<file path="src/verilog/dcrm_map.vh">
// Register offsets, field positions, reset values and timing counts of the clock and reset manager
`ifndef DCRM_MAP_VH
`define DCRM_MAP_VH
`define DCRM_OFF_DPLL_CTRL    8'h00
`define DCRM_OFF_SYS_STATUS   8'h04
`define DCRM_OFF_HOST_CKDIV   8'h08
`define DCRM_OFF_HOST_RST1    8'h0C
`define DCRM_OFF_HOST_IDLE2   8'h10
`define DCRM_OFF_HOST_RST2    8'h14
`define DCRM_OFF_COP_CKDIV    8'h18
`define DCRM_OFF_COP_IDLE2    8'h1C
`define DCRM_OFF_COP_RST2     8'h20
`define DCRM_OFF_SW_RESET     8'h24
`define DCRM_OFF_CLK_STATUS   8'h28
// Synthesizer control fields
`define DCRM_DPLL_MULTIPLIER_LSB     7
`define DCRM_DPLL_MULTIPLIER_W       5
`define DCRM_PLL_DIV_LSB      5
`define DCRM_PLL_DIV_W        2
`define DCRM_PLL_LOCKREQ_BIT  4
`define DCRM_PLL_REINIT_BIT   12
`define DCRM_PLL_LOCK_BIT     0
`define DCRM_PLL_CTRL_RST     32'h0000_2000
// System status: clocking scheme select
`define DCRM_SCHEME_LSB       11
`define DCRM_SCHEME_W         3
`define DCRM_SCHEME_SCALABLE  3'h2
// Host divide control
`define DCRM_HDIV_PER_LSB     0
`define DCRM_HDIV_MMU_LSB     2
`define DCRM_HDIV_LCD_LSB     4
`define DCRM_HDIV_CORE_LSB    6
`define DCRM_HDIV_COP_LSB     8
`define DCRM_HDIV_TC_LSB      10
`define DCRM_HDIV_TIMSRC_BIT  12
`define DCRM_HDIV_COPGATE_BIT 13
`define DCRM_HDIV_RST         32'h0000_1000
// Host reset control one
`define DCRM_HRST1_COPEN_BIT  1
`define DCRM_HRST1_COPRST_BIT 2
// Coprocessor divide control
`define DCRM_CDIV_PER_LSB     0
`define DCRM_CDIV_PER_W       4
`define DCRM_CDIV_UART_LSB    4
`define DCRM_CDIV_GPIO_LSB    8
`define DCRM_CDIV_SIO_W       3
`define DCRM_CDIV_GPIOSRC_BIT 12
`define DCRM_CDIV_TIMSRC_BIT  13
`define DCRM_CDIV_UARTSRC_BIT 14
`define DCRM_CDIV_RST         32'h0000_0000
// Host idle gates: 9 bits, coprocessor idle gates: 5 bits
`define DCRM_HIDLE_W          9
`define DCRM_CIDLE_W          5
// Lock settling time in ns at the 50 ns reference period
`define DCRM_LOCK_TIME_NS     2000
`define DCRM_CLK_PERIOD_NS    50
`endif

</file>
<file path="src/verilog/dcrm_clk_div.v">
// Glitch-free divided clock-enable generator for one clock domain
`timescale 1ns/1ps
module dcrm_clk_div #(
  parameter W = 4
) (
  input  wire         aclk,
  input  wire         aresetn,
  input  wire [W-1:0] ratio,
  input  wire         gate,
  input  wire         src_ref,
  input  wire         pll_tick,
  output reg          clk_en
);
  reg [W-1:0] cnt_reg;
  reg [W-1:0] ratio_reg;
  wire        tick;

  assign tick = src_ref ? 1'b1 : pll_tick;

  // New ratio only loaded at a period boundary so no runt period appears
  always @(posedge aclk) begin
    if (!aresetn) begin
      cnt_reg   <= {W{1'b0}};
      ratio_reg <= {W{1'b0}};
      clk_en    <= 1'b0;
    end else begin
      clk_en <= 1'b0;
      if (tick) begin
        if (cnt_reg >= ratio_reg) begin
          cnt_reg   <= {W{1'b0}};
          ratio_reg <= src_ref ? {W{1'b0}} : ratio;
          clk_en    <= gate;
        end else begin
          cnt_reg <= cnt_reg + {{(W-1){1'b0}}, 1'b1};
        end
      end
    end
  end
endmodule

</file>
<file path="src/verilog/dcrm_top.v">
// Clock and reset manager: synthesizer control, domain dividers, gates and reset releases
// Overview of operation
// [RL1] Output is reference times multiplier over divider+1
// [RL2] Lock loss with reinit set re-locks via bypass
// [RL3] Writing lock request starts locking sequence
// [RL4] Lock status bit set when frequency reached
// [RL5] Software programs fields before requesting lock
// [RL6] Scheme 010b selects synchronous scalable mode
// [RL7] Separate divide fields for six host domains
// [RL8] Divide codes 0,1,2 give 1,2,4
// [RL9] Timer source zero uses input reference
// [RL10] Coprocessor clock gate runs clock, core held
// [RL11] Core released only with both bits set
// [RL12] Software enables clock before core release
// [RL13] Host idle register gates nine clocks
// [RL14] Peripheral release bit frees host peripherals
// [RL15] Coprocessor divides make peripheral, pio, serial clocks
// [RL16] Source select zero means reference, one PLL
// [RL17] Coprocessor idle register gates five clocks
// [RL18] Peripheral release bit frees coprocessor peripherals
// [RL19] Software reset frees host, holds coprocessor, externals
// [RL20] Divide, source and gate changes glitch free
// [RL21] Bypass or unlocked: reference output, lock zero
`timescale 1ns/1ps
`include "dcrm_map.vh"
module dcrm_top #(
  parameter LOCK_CYCLES = (`DCRM_LOCK_TIME_NS + `DCRM_CLK_PERIOD_NS - 1) / `DCRM_CLK_PERIOD_NS
) (
  input  wire        aclk,
  input  wire        aresetn,
  input  wire [7:0]  s_axi_awaddr,
  input  wire        s_axi_awvalid,
  output wire        s_axi_awready,
  input  wire [31:0] s_axi_wdata,
  input  wire [3:0]  s_axi_wstrb,
  input  wire        s_axi_wvalid,
  output wire        s_axi_wready,
  output reg  [1:0]  s_axi_bresp,
  output reg         s_axi_bvalid,
  input  wire        s_axi_bready,
  input  wire [7:0]  s_axi_araddr,
  input  wire        s_axi_arvalid,
  output wire        s_axi_arready,
  output reg  [31:0] s_axi_rdata,
  output reg  [1:0]  s_axi_rresp,
  output reg         s_axi_rvalid,
  input  wire        s_axi_rready,
  input  wire        pll_lock_lost,
  output reg         pll_bypass,
  output reg  [4:0]  synth_mult,
  output reg  [1:0]  synth_div,
  output wire [5:0]  host_domain_clk_en,
  output wire        host_timer_clk_en,
  output wire [2:0]  coproc_sio_clk_en,
  output reg  [8:0]  host_gate_en,
  output reg  [4:0]  coproc_gate_en,
  output reg         coproc_clock_run,
  output reg         coproc_core_rstn,
  output reg         host_periph_rstn,
  output reg         coproc_periph_rstn,
  output reg         host_core_rstn,
  output reg         ext_periph_rstn,
  output reg         sync_scalable_mode
);
  localparam ST_BYPASS = 3'b001;
  localparam ST_LOCKING = 3'b010;
  localparam ST_LOCKED = 3'b100;

  // 2-bit code to divide ratio minus one: 0->0, 1->1, 2->3
  function [3:0] dcrm_ratio;
    input [1:0] code;
    begin
      case (code)
        2'h0: dcrm_ratio = 4'h0;
        2'h1: dcrm_ratio = 4'h1;
        2'h2: dcrm_ratio = 4'h3;
        default: dcrm_ratio = 4'h3;
      endcase
    end
  endfunction

  function [31:0] dcrm_merge;
    input [31:0] old;
    input [31:0] wd;
    input [3:0]  be;
    integer i;
    begin
      dcrm_merge = old;
      for (i = 0; i < 4; i = i + 1) begin
        if (be[i]) begin
          dcrm_merge[i*8 +: 8] = wd[i*8 +: 8];
        end
      end
    end
  endfunction

  reg [31:0] pll_ctrl_reg;
  reg [31:0] sys_status_reg;
  reg [31:0] host_ckdiv_reg;
  reg [31:0] host_rst1_reg;
  reg [31:0] host_idle_reg;
  reg [31:0] host_rst2_reg;
  reg [31:0] cop_ckdiv_reg;
  reg [31:0] cop_idle_reg;
  reg [31:0] cop_rst2_reg;
  reg [2:0]  pll_state_reg;
  reg [15:0] lock_cnt_reg;
  reg [7:0]  pll_phase_reg;
  reg [7:0]  aw_addr_reg;
  reg        aw_full_reg;
  reg [31:0] w_data_reg;
  reg [3:0]  w_strb_reg;
  reg        w_full_reg;
  reg        soft_rst_reg;
  wire       do_write;
  wire       pll_locked;
  wire       pll_tick;
  wire [7:0] phase_sum;
  wire [7:0] pll_wrap;

  assign s_axi_awready = !aw_full_reg && !s_axi_bvalid;
  assign s_axi_wready  = !w_full_reg && !s_axi_bvalid;
  assign s_axi_arready = !s_axi_rvalid;
  assign do_write      = aw_full_reg && w_full_reg && !s_axi_bvalid;
  assign pll_locked    = (pll_state_reg == ST_LOCKED);

  ////////////////////////////////////////////////////////////////////////////
  // Synthesized rate as a fractional tick: phase += mult, wrap at 32*(div+1)
  // [RL1] rate scaling model
  assign phase_sum = pll_phase_reg + {3'b000, synth_mult};
  // Widened by one bit first so divider code 3 cannot wrap to zero
  assign pll_wrap  = {({1'b0, synth_div} + 3'h1), 5'h00};
  // [RL21] bypass follows reference
  assign pll_tick = pll_locked ? (phase_sum >= pll_wrap) : 1'b1;

  always @(posedge aclk) begin
    if (!aresetn) begin
      pll_phase_reg <= 8'h00;
    end else if (!pll_locked) begin
      pll_phase_reg <= 8'h00;
    end else if (pll_tick) begin
      pll_phase_reg <= phase_sum - pll_wrap;
    end else begin
      pll_phase_reg <= phase_sum;
    end
  end

  ////////////////////////////////////////////////////////////////////////////
  // Lock state machine
  always @(posedge aclk) begin
    if (!aresetn) begin
      pll_state_reg <= ST_BYPASS;
      lock_cnt_reg  <= 16'h0000;
      pll_bypass    <= 1'b1;
      synth_mult    <= 5'h00;
      synth_div     <= 2'h0;
    end else begin
      case (pll_state_reg)
        ST_BYPASS: begin
          pll_bypass <= 1'b1;
          // [RL3] lock request starts
          if (do_write && aw_addr_reg == `DCRM_OFF_DPLL_CTRL &&
              w_strb_reg[0] && w_data_reg[`DCRM_PLL_LOCKREQ_BIT]) begin
            pll_state_reg <= ST_LOCKING;
            lock_cnt_reg  <= 16'h0000;
            synth_mult    <= pll_ctrl_reg[`DCRM_DPLL_MULTIPLIER_LSB +: `DCRM_DPLL_MULTIPLIER_W];
            synth_div     <= pll_ctrl_reg[`DCRM_PLL_DIV_LSB +: `DCRM_PLL_DIV_W];
          end
        end
        ST_LOCKING: begin
          pll_bypass <= 1'b1;
          // [RL4] lock after settle
          if (lock_cnt_reg >= LOCK_CYCLES[15:0] - 16'h0001) begin
            pll_state_reg <= ST_LOCKED;
            pll_bypass    <= 1'b0;
          end else begin
            lock_cnt_reg <= lock_cnt_reg + 16'h0001;
          end
        end
        ST_LOCKED: begin
          if (pll_lock_lost) begin
            pll_bypass   <= 1'b1;
            lock_cnt_reg <= 16'h0000;
            // [RL2] reinit on loss
            pll_state_reg <= pll_ctrl_reg[`DCRM_PLL_REINIT_BIT] ? ST_LOCKING : ST_BYPASS;
          end
        end
        default: begin
          pll_state_reg <= ST_BYPASS;
          pll_bypass    <= 1'b1;
        end
      endcase
    end
  end

  ////////////////////////////////////////////////////////////////////////////
  // AXI4-Lite write path
  always @(posedge aclk) begin
    if (!aresetn) begin
      aw_full_reg    <= 1'b0;
      w_full_reg     <= 1'b0;
      aw_addr_reg    <= 8'h00;
      w_data_reg     <= 32'h0000_0000;
      w_strb_reg     <= 4'h0;
      s_axi_bvalid   <= 1'b0;
      s_axi_bresp    <= 2'b00;
      soft_rst_reg   <= 1'b0;
      pll_ctrl_reg   <= `DCRM_PLL_CTRL_RST;
      sys_status_reg <= 32'h0000_0000;
      host_ckdiv_reg <= `DCRM_HDIV_RST;
      host_rst1_reg  <= 32'h0000_0000;
      host_idle_reg  <= 32'h0000_0000;
      host_rst2_reg  <= 32'h0000_0000;
      cop_ckdiv_reg  <= `DCRM_CDIV_RST;
      cop_idle_reg   <= 32'h0000_0000;
      cop_rst2_reg   <= 32'h0000_0000;
    end else begin
      soft_rst_reg <= 1'b0;
      if (s_axi_awvalid && s_axi_awready) begin
        aw_addr_reg <= s_axi_awaddr;
        aw_full_reg <= 1'b1;
      end
      if (s_axi_wvalid && s_axi_wready) begin
        w_data_reg <= s_axi_wdata;
        w_strb_reg <= s_axi_wstrb;
        w_full_reg <= 1'b1;
      end
      if (s_axi_bvalid && s_axi_bready) begin
        s_axi_bvalid <= 1'b0;
      end
      if (do_write) begin
        aw_full_reg  <= 1'b0;
        w_full_reg   <= 1'b0;
        s_axi_bvalid <= 1'b1;
        s_axi_bresp  <= 2'b00;
        case (aw_addr_reg)
          `DCRM_OFF_DPLL_CTRL:  pll_ctrl_reg   <= dcrm_merge(pll_ctrl_reg, w_data_reg, w_strb_reg);
          `DCRM_OFF_SYS_STATUS: sys_status_reg <= dcrm_merge(sys_status_reg, w_data_reg, w_strb_reg);
          `DCRM_OFF_HOST_CKDIV: host_ckdiv_reg <= dcrm_merge(host_ckdiv_reg, w_data_reg, w_strb_reg);
          `DCRM_OFF_HOST_RST1:  host_rst1_reg  <= dcrm_merge(host_rst1_reg, w_data_reg, w_strb_reg);
          `DCRM_OFF_HOST_IDLE2: host_idle_reg  <= dcrm_merge(host_idle_reg, w_data_reg, w_strb_reg);
          `DCRM_OFF_HOST_RST2:  host_rst2_reg  <= dcrm_merge(host_rst2_reg, w_data_reg, w_strb_reg);
          `DCRM_OFF_COP_CKDIV:  cop_ckdiv_reg  <= dcrm_merge(cop_ckdiv_reg, w_data_reg, w_strb_reg);
          `DCRM_OFF_COP_IDLE2:  cop_idle_reg   <= dcrm_merge(cop_idle_reg, w_data_reg, w_strb_reg);
          `DCRM_OFF_COP_RST2:   cop_rst2_reg   <= dcrm_merge(cop_rst2_reg, w_data_reg, w_strb_reg);
          `DCRM_OFF_SW_RESET:   soft_rst_reg   <= w_strb_reg[0] & w_data_reg[0];
          `DCRM_OFF_CLK_STATUS: s_axi_bresp    <= 2'b10;
          default:              s_axi_bresp    <= 2'b10;
        endcase
        // Lock request is self-clearing; it never stores
        if (aw_addr_reg == `DCRM_OFF_DPLL_CTRL) begin
          pll_ctrl_reg[`DCRM_PLL_LOCKREQ_BIT] <= 1'b0;
          pll_ctrl_reg[`DCRM_PLL_LOCK_BIT]    <= 1'b0;
        end
      end
      // [RL19] software reset state
      if (soft_rst_reg) begin
        host_rst1_reg <= 32'h0000_0000;
        host_rst2_reg <= 32'h0000_0000;
        cop_rst2_reg  <= 32'h0000_0000;
        host_ckdiv_reg[`DCRM_HDIV_COPGATE_BIT] <= 1'b0;
      end
    end
  end

  ////////////////////////////////////////////////////////////////////////////
  // AXI4-Lite read path
  always @(posedge aclk) begin
    if (!aresetn) begin
      s_axi_rvalid <= 1'b0;
      s_axi_rdata  <= 32'h0000_0000;
      s_axi_rresp  <= 2'b00;
    end else if (s_axi_arvalid && s_axi_arready) begin
      s_axi_rvalid <= 1'b1;
      s_axi_rresp  <= 2'b00;
      case (s_axi_araddr)
        // [RL4] lock status read
        `DCRM_OFF_DPLL_CTRL:  s_axi_rdata <= {pll_ctrl_reg[31:1], pll_locked};
        `DCRM_OFF_SYS_STATUS: s_axi_rdata <= sys_status_reg;
        `DCRM_OFF_HOST_CKDIV: s_axi_rdata <= host_ckdiv_reg;
        `DCRM_OFF_HOST_RST1:  s_axi_rdata <= host_rst1_reg;
        `DCRM_OFF_HOST_IDLE2: s_axi_rdata <= host_idle_reg;
        `DCRM_OFF_HOST_RST2:  s_axi_rdata <= host_rst2_reg;
        `DCRM_OFF_COP_CKDIV:  s_axi_rdata <= cop_ckdiv_reg;
        `DCRM_OFF_COP_IDLE2:  s_axi_rdata <= cop_idle_reg;
        `DCRM_OFF_COP_RST2:   s_axi_rdata <= cop_rst2_reg;
        `DCRM_OFF_SW_RESET:   s_axi_rdata <= 32'h0000_0000;
        `DCRM_OFF_CLK_STATUS: s_axi_rdata <= {29'h0000_0000, pll_state_reg};
        default: begin
          s_axi_rdata <= 32'h0000_0000;
          s_axi_rresp <= 2'b10;
        end
      endcase
    end else if (s_axi_rready) begin
      s_axi_rvalid <= 1'b0;
    end
  end

  ////////////////////////////////////////////////////////////////////////////
  // Gates, resets and mode outputs, all registered
  always @(posedge aclk) begin
    if (!aresetn) begin
      host_gate_en       <= 9'h000;
      coproc_gate_en     <= 5'h00;
      coproc_clock_run   <= 1'b0;
      coproc_core_rstn   <= 1'b0;
      host_periph_rstn   <= 1'b0;
      coproc_periph_rstn <= 1'b0;
      host_core_rstn     <= 1'b0;
      ext_periph_rstn    <= 1'b0;
      sync_scalable_mode <= 1'b0;
    end else begin
      // [RL19] host core freed, externals held
      host_core_rstn  <= !soft_rst_reg;
      ext_periph_rstn <= host_rst2_reg[0] && cop_rst2_reg[0];
      // [RL6] scalable mode decode
      sync_scalable_mode <= sys_status_reg[`DCRM_SCHEME_LSB +: `DCRM_SCHEME_W] == `DCRM_SCHEME_SCALABLE;
      // [RL13] host idle gates
      host_gate_en <= host_idle_reg[`DCRM_HIDLE_W-1:0];
      // [RL17] coprocessor idle gates
      coproc_gate_en <= cop_idle_reg[`DCRM_CIDLE_W-1:0];
      // [RL10] clock runs, core held
      coproc_clock_run <= host_ckdiv_reg[`DCRM_HDIV_COPGATE_BIT];
      // [RL11] both bits release core
      coproc_core_rstn <= host_rst1_reg[`DCRM_HRST1_COPRST_BIT] && host_rst1_reg[`DCRM_HRST1_COPEN_BIT];
      // [RL14] host peripheral release
      host_periph_rstn <= host_rst2_reg[0];
      // [RL18] coprocessor peripheral release
      coproc_periph_rstn <= cop_rst2_reg[0];
    end
  end

  ////////////////////////////////////////////////////////////////////////////
  // Domain dividers: per, mmu, lcd, core, coproc, tc
  // [RL7] six host domain dividers
  // [RL8] divide code decode
  // [RL20] glitch free dividers
  genvar g;
  generate
    for (g = 0; g < 6; g = g + 1) begin : g_host
      dcrm_clk_div #(.W(4)) u_div (
        .aclk     (aclk),
        .aresetn  (aresetn),
        .ratio    (dcrm_ratio(host_ckdiv_reg[2*g +: 2])),
        .gate     (g == 4 ? coproc_clock_run : 1'b1),
        .src_ref  (1'b0),
        .pll_tick (pll_tick),
        .clk_en   (host_domain_clk_en[g])
      );
    end
  endgenerate

  // [RL9] timer from reference
  dcrm_clk_div #(.W(4)) u_host_tim (
    .aclk     (aclk),
    .aresetn  (aresetn),
    .ratio    (4'h0),
    .gate     (1'b1),
    .src_ref  (!host_ckdiv_reg[`DCRM_HDIV_TIMSRC_BIT]),
    .pll_tick (pll_tick),
    .clk_en   (host_timer_clk_en)
  );

  // [RL15] coprocessor side dividers
  // [RL16] source select reference
  dcrm_clk_div #(.W(4)) u_cop_per (
    .aclk     (aclk),
    .aresetn  (aresetn),
    .ratio    (cop_ckdiv_reg[`DCRM_CDIV_PER_LSB +: `DCRM_CDIV_PER_W] - 4'h1),
    .gate     (coproc_gate_en[0]),
    .src_ref  (!cop_ckdiv_reg[`DCRM_CDIV_TIMSRC_BIT]),
    .pll_tick (pll_tick),
    .clk_en   (coproc_sio_clk_en[0])
  );
  dcrm_clk_div #(.W(4)) u_cop_uart (
    .aclk     (aclk),
    .aresetn  (aresetn),
    .ratio    ({1'b0, cop_ckdiv_reg[`DCRM_CDIV_UART_LSB +: `DCRM_CDIV_SIO_W]} - 4'h1),
    .gate     (1'b1),
    .src_ref  (!cop_ckdiv_reg[`DCRM_CDIV_UARTSRC_BIT]),
    .pll_tick (pll_tick),
    .clk_en   (coproc_sio_clk_en[1])
  );
  dcrm_clk_div #(.W(4)) u_cop_gpio (
    .aclk     (aclk),
    .aresetn  (aresetn),
    .ratio    ({1'b0, cop_ckdiv_reg[`DCRM_CDIV_GPIO_LSB +: `DCRM_CDIV_SIO_W]} - 4'h1),
    .gate     (coproc_gate_en[4]),
    .src_ref  (!cop_ckdiv_reg[`DCRM_CDIV_GPIOSRC_BIT]),
    .pll_tick (pll_tick),
    .clk_en   (coproc_sio_clk_en[2])
  );
endmodule
</file>
<file path="config.mk">
export PLATFORM = sky130hd
export DESIGN_NAME = dcrm_top
export DESIGN_NICKNAME = d
export VERILOG_FILES = /design/src/verilog/dcrm_clk_div.v /design/src/verilog/dcrm_top.v
export VERILOG_INCLUDE_DIRS = /design/src /design/src/verilog
export SDC_FILE = /design/constraint.sdc
export NUM_CORES = 1
export LEC_CHECK = 0
export BUFFER_PORTS_ARGS = -buffer_cell sky130_fd_sc_hd__buf_2
export CAP_MARGIN = 15
export CORE_ASPECT_RATIO = 1.25
export CORE_MARGIN = 1
export CORE_UTILIZATION = 40
export CTS_BUF_LIST = sky130_fd_sc_hd__clkbuf_4 sky130_fd_sc_hd__clkbuf_8
export CTS_CLUSTER_DIAMETER = 80
export CTS_CLUSTER_SIZE = 24
export DETAILED_ROUTE_END_ITERATION = 8
export GPL_TIMING_DRIVEN = 0
export PLACE_DENSITY = 0.53
export SETUP_SLACK_MARGIN = 0.1
export SLEW_MARGIN = 25
export SYNTH_ARGS = -nofsm -noshare
export SYNTH_HDL_FRONTEND = slang
export SYNTH_SLANG_ARGS = --single-unit
</file>
<file path="constraint.sdc">
create_clock -name aclk -period 6.35 [get_ports aclk]
set_input_delay 0.3175 -clock aclk [delete_from_list [all_inputs] [get_ports aclk]]
set_output_delay 0.3175 -clock aclk [all_outputs]
set_load 0.005 [all_outputs]
</file>
==> results of run 1 <==
==> worst max-delay path by stage <==
stage | from | end | slack, ps
after floorplan | synth_mult[2]$_SDFFE_PN0P_ | u_cop_per.ratio_reg[0]$_SDFFE_PN0P_ | 3020
after global placement | s_axi_araddr[4] | s_axi_rdata[24]$_SDFFE_PN0P_ | 1830
after detailed placement | synth_mult[2]$_SDFFE_PN0P_ | u_cop_per.ratio_reg[1]$_SDFFE_PN0P_ | 1850
after CTS | synth_mult[0]$_SDFFE_PN0P_ | g_host[5].u_div.cnt_reg[0]$_SDFFE_PN0P_ | 1800
after global routing | synth_mult[0]$_SDFFE_PN0P_ | g_host[2].u_div.cnt_reg[1]$_SDFFE_PN0P_ | 1500
final | synth_mult[0]$_SDFFE_PN0P_ | g_host[5].u_div.cnt_reg[0]$_SDFFE_PN0P_ | 1910
==> synth_stat cells (5+ instances only) <==
library cell | n | share of area, %
or3_1 | 12 | 0.34
inv_1 | 46 | 0.79
o211ai_1 | 6 | 0.21
and2_1 | 39 | 1.1
o21ai_0 | 88 | 2.0
nand3_1 | 336 | 7.7
buf_4 | 13 | 0.45
nor3_1 | 19 | 0.44
a22o_1 | 9 | 0.36
nor4_1 | 5 | 0.14
nor2b_1 | 25 | 0.72
a2111oi_0 | 6 | 0.24
buf_1 | 15 | 0.26
a21boi_0 | 235 | 8.1
mux4_2 | 12 | 1.2
nor2_1 | 87 | 1.5
clkbuf_1 | 187 | 3.2
ha_1 | 46 | 2.6
and3_1 | 10 | 0.29
a221oi_1 | 28 | 1.1
nor3b_1 | 17 | 0.58
nand2b_1 | 11 | 0.32
dfxtp_1 | 495 | 45
o22ai_1 | 10 | 0.29
buf_2 | 8 | 0.18
a31oi_1 | 17 | 0.49
a211oi_1 | 6 | 0.21
a22oi_1 | 21 | 0.72
nand2_1 | 487 | 8.4
mux2i_1 | 69 | 3.2
xnor2_1 | 8 | 0.32
a21oi_1 | 146 | 3.3
o21a_1 | 7 | 0.24
a32oi_1 | 8 | 0.32
o31ai_1 | 8 | 0.28
==> layout make-up <==
| class | count | area (µm²) |
|---|---|---|
| clock inverters | 15 | 188 |
| multi-input cells | 1847 | 10900 |
| plain buffers | 224 | 916 |
| fillers | 5511 | 29200 |
| flip-flops and latches | 495 | 9910 |
| inverters | 46 | 173 |
| clock buffers | 31 | 420 |
| repair buffers | 188 | 1190 |
| diodes | 3 | 7.51 |
| well taps | 727 | 910 |
==> metrics by stage <==
step / setup slack [ps] / cells
3_5_place_dp: 1850 / 3479
3_3_place_gp: 1830 / 3475
4_1_cts: 1800 / 3573
2_1_floorplan: 3020 / 2612
6_report: 1910 / 3576
5_1_grt: 1500 / 3574
==> timing repair <==
| action | CTS | global route |
|---|---|---|
| hold endpoints to repair | 48 | 0 |
| hold buffers | 48 | 0 |
| resized for setup | 0 | 0 |
==> critical path, delay by kind of cell (launching register included) <==
kind                     cells  cell delay, ps
flip-flops                   1             380
buffers and inverters        2             670
XOR/XNOR                     1             210
AO/OA/AOI/OAI                5            1510
AND/OR/NAND/NOR              4             620
adder cells (fa/ha/maj)      3             970
==> logic make-up (layout without fill, tap and decap cells) <==
kind of cell	count (synthesis)	after routing	share of synthesized area, %
other	1	5	0.0172
multiplexers	82	82	4.45
adder cells (fa/ha/maj)	48	48	2.82
AO/OA/AOI/OAI	623	623	19.2
XOR/XNOR	12	12	0.481
AND/OR/NAND/NOR	1080	1080	22.7
buffers and inverters	270	504	4.94
flip-flops	495	495	45.4
==> power breakdown <==
part,internal [mW],total [mW],switching [mW]
combinational,0.129,0.483,0.355
clock,0.529,1.68,1.16
sequential,3.13,3.14,0.0128
total,3.79,5.31,1.52
==> per-layer routing <==
metal / vias to the layer above / GRT usage [%] / share of wire (%)
met1: 9995 / 36.9 / 38
met4: 0 / 23.5 / 8.1
met5: - / 0 / 0
met2: 858 / 55.1 / 48
met3: 319 / 4.58 / 6.0
li1: 9533 / - / -
==> flow_summary.json, run 1 <==
{
  "portBuffers": 136,
  "vias": 20700,
  "grt_pass1_wl_mm": 132,
  "cts-buffers-inserted": 29,
  "ios": 140,
  "syn_area_mm2": 0.0218,
  "ys_ff_latch": 495,
  "synth_cell_types": 73,
  "timing.rr.start": "synth_mult[0]$_SDFFE_PN0P_",
  "synthFlopType": "dfxtp_1",
  "synthCells": 2611,
  "hold_start": "s_axi_awvalid",
  "worstPathArrival_ps": 5070,
  "fin_nets": 2939,
  "r2r-end": "g_host[5].u_div.cnt_reg[0]$_SDFFE_PN0P_",
  "hold_viol_final": 0,
  "finalSetupViolations": 0,
  "async_reset_ff_share_pct": 0,
  "htree_levels": 1,
  "drt-pass1-iter-count": 6,
  "holdWs_ps": 76.7,
  "fin_setup_tns_ps": 0,
  "fin_area_mm2": 0.0246,
  "overflow": 0,
  "critical_path_required_ps": 6980,
  "area_growth_pct": 12.7,
  "end_kind": "flip-flop",
  "final_cell_mix": "dfxtp_1 (495), nand2_1 (487), nand3_1 (336)",
  "ant_nets": 0,
  "insertion_delay_ps": 710,
  "cap_viol_max_count": 0,
  "drc": 0,
  "path_max_fanout": 10,
  "syn_area_per_cell_um2": 8.36,
  "p_leak_nw": 8.51,
  "root_buffer": "clkbuf_8",
  "min_path_cells": 4,
  "status": "finished, final reports clean",
  "worst_pin_slew_ps": 1150,
  "ys_seq_area_share_pct": 45.4,
  "slew_headroom_pct": 23.0,
  "cpPeakStageDelay_ps": 580,
  "placementRows": 95,
  "drv_slew": 0,
  "wl_per_cell_um": 25.6,
  "finalCritPeriodShare_pct": 70.0,
  "die_x_um": 211,
  "final_util_pct": 45.7,
  "initial_core_util_pct": 40.6,
  "fp.coreArea_mm2": 0.0538,
  "dpl-instance-area_mm2": 0.0235,
  "yosys_warnings": 0,
  "synth_edf_count": 0,
  "rr_worst_depth": 15,
  "die-height_um": 263,
  "grt_max_degree": 25,
  "ir_drop_v": 0.000154,
  "antenna_found_initial": 3,
  "rrSetupSlack_ps": 1910,
  "drt_iter0_drc": 1874,
  "hold_path_end": "aw_addr_reg[3]$_SDFFE_PN0P_",
  "critPathLaunchType": "flip-flop",
  "cts_setup_buffers": 0,
  "cts_sinks": 495,
  "die-area_mm2": 0.0555,
  "cts_buffer_depth": 3,
  "dp_hpwl_mm": 68.1,
  "finalPower_mw": 5.31,
  "cts_tree": "yes",
  "routabilityCongestion": 0.987,
  "grt_use_total_pct": 32.4,
  "rsz0062_at_grt": "false",
  "path_clk_slew_ps": 140,
  "wirelength_mm": 91.4,
  "finClkSkew_ps": 27.8,
  "via_per_inst": 5.79,
  "cpMostUsedCell": "o21ai_0",
  "hold_path.class": "primary input to flip-flop",
  "final_common_cell": "dfxtp_1",
  "crit_chain": "ha_1 > fa_1 > nand3_1 > a21oi_1 > o21ai_0 > xnor2_1 > ha_1 > nor2b_1 > o21ai_0 > and2_1 > a21boi_2 > buf_2 > buf_2 > nand3_1 > o21ai_0",
  "fmax_mhz": 225,
  "drive_above_1_share_pct": 8.78,
  "p_per_area_mw_per_mm2": 216,
  "crit_type": "flip-flop to flip-flop",
  "grt_pass1_vias": 20000,
  "cp_slowest_cell": "o21ai_0",
  "min_period_ps": 4440
}
Power figures use the tool's default switching activity.
==> run 2, diff against run 1 <==
Clock period 6.35 ns to 4.3 ns, I/O delays scaled along.
==> flow_summary.json, run 2 (synthesized netlist as in run 1, its figures left out) <==
{
  "wirelength_mm": 91.4,
  "placed_cells": 3479,
  "final_util_pct": 45.9,
  "wl_per_cell_um": 25.5,
  "seq_power_share_pct": 59.2,
  "placementRows": 95,
  "cpPeakStageDelay_ps": 420,
  "cts-buffers-inserted": 29,
  "grt_pass1_wl_mm": 132,
  "power.share.combinational_pct": 9.2,
  "grt_max_degree": 25,
  "dp_hpwl_mm": 68.1,
  "worstSetupStartpoint": "synth_mult[0]$_SDFFE_PN0P_",
  "root_buffer": "clkbuf_8",
  "drive_above_1_share_pct": 8.96,
  "via_per_inst": 5.78,
  "worst_pin_slew_ps": 1120,
  "area_growth_pct": 13.2,
  "overflow": 0,
  "rrSetupSlack_ps": 440,
  "internal-power_mw": 5.60,
  "final_cell_mix": "dfxtp_1 (495), nand2_1 (487), nand3_1 (336)",
  "routabilityCongestion": 0.987,
  "min_path_cells": 4,
  "cts_sinks": 495,
  "antenna_found_initial": 3,
  "die_x_um": 211,
  "crit_chain": "ha_1 > fa_1 > nand3_1 > a21oi_1 > o21ai_0 > xnor2_1 > ha_1 > nor2b_1 > o21ai_2 > and2_1 > a21boi_4 > clkbuf_4 > buf_2 > nand3_1 > o21ai_0",
  "rsz0062_at_grt": "false",
  "portBuffers": 136,
  "drv_slew": 0,
  "fin_cells": 3585,
  "hold_path.class": "primary input to flip-flop",
  "insertion_delay_ps": 710,
  "finClkSkew_ps": 23.9,
  "crit_type": "flip-flop to flip-flop",
  "drc": 0,
  "grt_pass1_vias": 20100,
  "timing.rr.start": "synth_mult[0]$_SDFFE_PN0P_",
  "worstPathArrival_ps": 4490,
  "slew_headroom_pct": 25.5,
  "critical_path_required_ps": 4930,
  "p_switching_mw": 2.24,
  "end_kind": "flip-flop",
  "hold_start": "s_axi_wvalid",
  "r2r-end": "g_host[5].u_div.cnt_reg[0]$_SDFFE_PN0P_",
  "path_max_fanout": 10,
  "finalSetupViolations": 0,
  "critPathLaunchType": "flip-flop",
  "p_sw_share_pct": 28.5,
  "hold_path_end": "w_strb_reg[1]$_SDFFE_PN0P_",
  "ir_drop_v": 0.000227,
  "drt-pass1-iter-count": 6,
  "initial_core_util_pct": 40.6,
  "p_leak_nw": 8.58,
  "p_per_area_mw_per_mm2": 317,
  "cap_viol_max_count": 0,
  "p_clk_share_pct": 31.6,
  "ios": 140,
  "ant_nets": 0,
  "grt_use_total_pct": 32.4,
  "fmax_mhz": 259,
  "vias": 20700,
  "finalCritPeriodShare_pct": 89.7,
  "min_period_ps": 3860,
  "fp.coreArea_mm2": 0.0538,
  "hold_viol_final": 0,
  "cts_tree": "yes",
  "final_common_cell": "dfxtp_1",
  "htree_levels": 1,
  "path_clk_slew_ps": 140,
  "cp_slowest_cell": "fa_1",
  "cts_buffer_depth": 3,
  "status": "finished, final reports clean",
  "die-area_mm2": 0.0555,
  "fin_nets": 2949,
  "die-height_um": 263,
  "rr_worst_depth": 15,
  "drt_iter0_drc": 1920
}
-- run 2: what timing repair did --
item	CTS	global route
setup endpoints to repair	41	27
pin swaps	0	0
setup buffers	0	3
resized for setup	3	6
hold endpoints to repair	50	0
hold buffers	56	0
-- run 2: metal layers --
layer  global-route usage [%]  share of wire [%]  vias to the layer above
met5                        0              0.015                        -
met4                     23.5                8.2                        2
met3                     4.54                6.0                      318
met2                     55.1                 48                      832
met1                     37.0                 38                    10000
li1                         -                  -                     9549
-- run 2: worst max-delay path, delay by kind of cell (launching register included) --
kind	cells	cell delay, ps
AND/OR/NAND/NOR	4	600
buffers and inverters	2	580
flip-flops	1	380
AO/OA/AOI/OAI	5	1030
adder cells (fa/ha/maj)	3	960
XOR/XNOR	1	210
-- run 2: worst max-delay path by stage --
| stage | to | slack, ps | cells past startpoint |
|---|---|---|---|
| 2_1_floorplan | u_cop_per.ratio_reg[0]$_SDFFE_PN0P_ | 970 | 16 |
| 3_3_place_gp | u_host_tim.clk_en$_SDFF_PN0_ | -140 | 14 |
| 3_5_place_dp | u_cop_per.ratio_reg[1]$_SDFFE_PN0P_ | -200 | 16 |
| 4_1_cts | u_cop_uart.ratio_reg[1]$_SDFFE_PN0P_ | 150 | 13 |
| 5_1_grt | g_host[2].u_div.cnt_reg[1]$_SDFFE_PN0P_ | 130 | 15 |
| 6_report | g_host[5].u_div.cnt_reg[0]$_SDFFE_PN0P_ | 440 | 15 |
-- run 2: final cells by class --
cell class | instances | area (µm²)
sequential | 495 | 9910
buffer | 223 | 917
clock buffer | 31 | 420
multi-input combinational | 1847 | 10900
clock inverter | 15 | 188
inverter | 46 | 173
timing repair buffer | 199 | 1290
antenna | 2 | 5.00
tap | 727 | 910
fill | 5507 | 29100
-- run 2: power groups by stage --
stage | logic (mW) | registers, mW | clock network [mW]
6_report | 0.720 | 4.64 | 2.48
3_3_place_gp | 0.652 | 4.74 | 0
4_1_cts | 0.703 | 4.64 | 2.51
2_1_floorplan | 0.341 | 4.74 | 0
3_5_place_dp | 0.662 | 4.75 | 0
5_1_grt | 0.752 | 4.65 | 2.67
-- run 2: per-stage QoR --
stage               hold slack [ps]  cell area, µm²  setup WS [ps]  total power, mW  setup TNS, ps
detailed placement              442           23500           -195             5.41          -3200
global route                   77.6           24700            125             8.07              0
global placement                434           23400           -137             5.40          -1660
finish                         48.2           24700            441             7.84              0
CTS                            32.6           24700            153             7.86              0
floorplan                       353           21800            973             5.08              0
==> run 3, diff against run 2 <==
Settings changed: RECOVER_POWER set to 50.
==> flow_summary.json, run 3 (synthesized netlist as in run 1, its figures left out) <==
{
  "status": "finished, final reports clean",
  "worstSetupStartpoint": "synth_mult[0]$_SDFFE_PN0P_",
  "cts-buffers-inserted": 29,
  "fp.coreArea_mm2": 0.0538,
  "finalSetupViolations": 0,
  "final_util_pct": 45.8,
  "cp-endpoint": "g_host[5].u_div.cnt_reg[0]$_SDFFE_PN0P_",
  "root_buffer": "clkbuf_8",
  "cts_tree": "yes",
  "fin_area_mm2": 0.0246,
  "die-area_mm2": 0.0555,
  "grt_pass1_wl_mm": 132,
  "placed_cells": 3479,
  "hold_viol_final": 0,
  "via_per_inst": 5.82,
  "cpPeakStageDelay_ps": 420,
  "final_common_cell": "dfxtp_1",
  "cp_top_family": "compound AO/OA/AOI/OAI gates",
  "cts_sinks": 495,
  "ant_nets": 0,
  "hold_start": "s_axi_wvalid",
  "overflow": 0,
  "worstPathArrival_ps": 4500,
  "wl_per_cell_um": 25.5,
  "vias": 20900,
  "drt_iter0_drc": 1887,
  "grt_max_degree": 25,
  "multi_input_area_mm2": 0.0109,
  "final-seq-area_mm2": 0.00991,
  "grt_pass1_vias": 20100,
  "dp_hpwl_mm": 68.1,
  "finalPower_mw": 7.85,
  "wirelength_mm": 91.3,
  "drive_above_1_share_pct": 7.39,
  "routabilityCongestion": 0.987,
  "antenna_found_initial": 3,
  "htree_levels": 1,
  "ir_drop_v": 0.000225,
  "p_per_area_mw_per_mm2": 319,
  "cts_buffer_depth": 3,
  "fin_setup_tns_ps": 0,
  "n_fill_cell": 5532,
  "critPathBufInv": 2,
  "dpl-instance-area_mm2": 0.0235,
  "hold_path.class": "primary input to flip-flop",
  "area_growth_pct": 12.8,
  "die_x_um": 211,
  "placementRows": 95,
  "fmax_mhz": 259,
  "cap_viol_max_count": 0,
  "end_kind": "flip-flop",
  "p_leak_nw": 8.39,
  "min_period_ps": 3870,
  "slew_headroom_pct": 12.9,
  "insertion_delay_ps": 710,
  "holdWs_ps": 59.3,
  "fin_nets": 2949,
  "final_cell_mix": "dfxtp_1 (495), nand2_1 (487), nand3_1 (336)",
  "drv_slew": 0,
  "drc": 0,
  "finalCritPeriodShare_pct": 89.9,
  "portBuffers": 136,
  "finClkSkew_ps": 25.2,
  "die-height_um": 263,
  "drt-pass1-iter-count": 6,
  "place_ws_ps": -195,
  "rrSetupSlack_ps": 430,
  "critical_path_required_ps": 4930,
  "grt_use_total_pct": 32.4,
  "path_max_fanout": 10,
  "rr_worst_depth": 15,
  "ios": 140,
  "timing.rr.start": "synth_mult[0]$_SDFFE_PN0P_",
  "crit_type": "flip-flop to flip-flop",
  "r2r-end": "g_host[5].u_div.cnt_reg[0]$_SDFFE_PN0P_",
  "cp.depth": 15,
  "path_clk_slew_ps": 140,
  "fin_cells": 3584,
  "initial_core_util_pct": 40.6,
  "fin_ws_ps": 434,
  "crit_chain": "ha_1 > fa_1 > nand3_1 > a21oi_1 > o21ai_0 > xnor2_1 > ha_1 > nor2b_1 > o21ai_2 > and2_1 > a21boi_4 > clkbuf_4 > buf_2 > nand3_1 > o21ai_0",
  "cp_slowest_cell": "fa_1",
  "worst_pin_slew_ps": 1310,
  "critPathLaunchType": "flip-flop",
  "rsz0062_at_grt": "false"
}
run 3: cell count changes in the layout (fill, tap and decap cells not counted), moves of 7 or more:
cell	change
buf_4	-7
and2_0	+22
buf_2	-39
clkbuf_1	+42
and2_1	-22
clkbuf_4	+7
run 3: power breakdown:
group	total [mW]	switching [mW]	internal, mW
logic	0.717	0.523	0.194
registers	4.64	0.0190	4.63
clock network	2.49	1.71	0.782
total	7.85	2.25	5.60
run 3: cell type report:
class                           instances  share of cell area [%]
Inverter                               46                   0.701
Buffer                                223                    3.67
Antenna cell                            1                  0.0102
Tap cell                              727                    3.69
Clock inverter                         15                   0.762
Timing Repair Buffer                  199                    5.05
Multi-Input combinational cell       1847                    44.2
Sequential cell                       495                    40.2
Clock buffer                           31                    1.71
run 3: worst min-delay path by stage:
stage | endpoint | slack, ps | depth (start not counted)
finish | w_strb_reg[1]$_SDFFE_PN0P_ | 60 | 4
global route | w_strb_reg[1]$_SDFFE_PN0P_ | 80 | 4
CTS | w_strb_reg[1]$_SDFFE_PN0P_ | 30 | 4
detailed placement | s_axi_rdata[30]$_SDFFE_PN0P_ | 440 | 2
global placement | s_axi_rdata[12]$_SDFFE_PN0P_ | 430 | 1
floorplan | s_axi_rvalid$_SDFFE_PN0P_ | 350 | 1
run 3: what timing repair did:
item,in CTS,in global routing
endpoints found under the hold margin,50,0
resized for setup,3,6
pin swaps,0,0
hold buffers,56,0
setup buffers,0,3
endpoints found under the setup margin,41,27
run 3: metal layers:
metal / share of wire (%) / GRT usage, % / wire (µm)
met1: 38 / 37.0 / 34600
met2: 48 / 55.1 / 43400
met3: 6.1 / 4.54 / 5550
met4: 8.4 / 23.5 / 7630
met5: 0.015 / 0 / 14
run 3: worst reg2reg max path: stages (launching register included):
cell and delay [ps]:
dfxtp_1 390, ha_1 250, fa_1 430, nand3_1 120, a21oi_1 100, o21ai_0 200, xnor2_1 210, ha_1 300
nor2b_1 150, o21ai_2 280, and2_1 210, a21boi_4 360, clkbuf_4 320, buf_2 270, nand3_1 120, o21ai_0 100
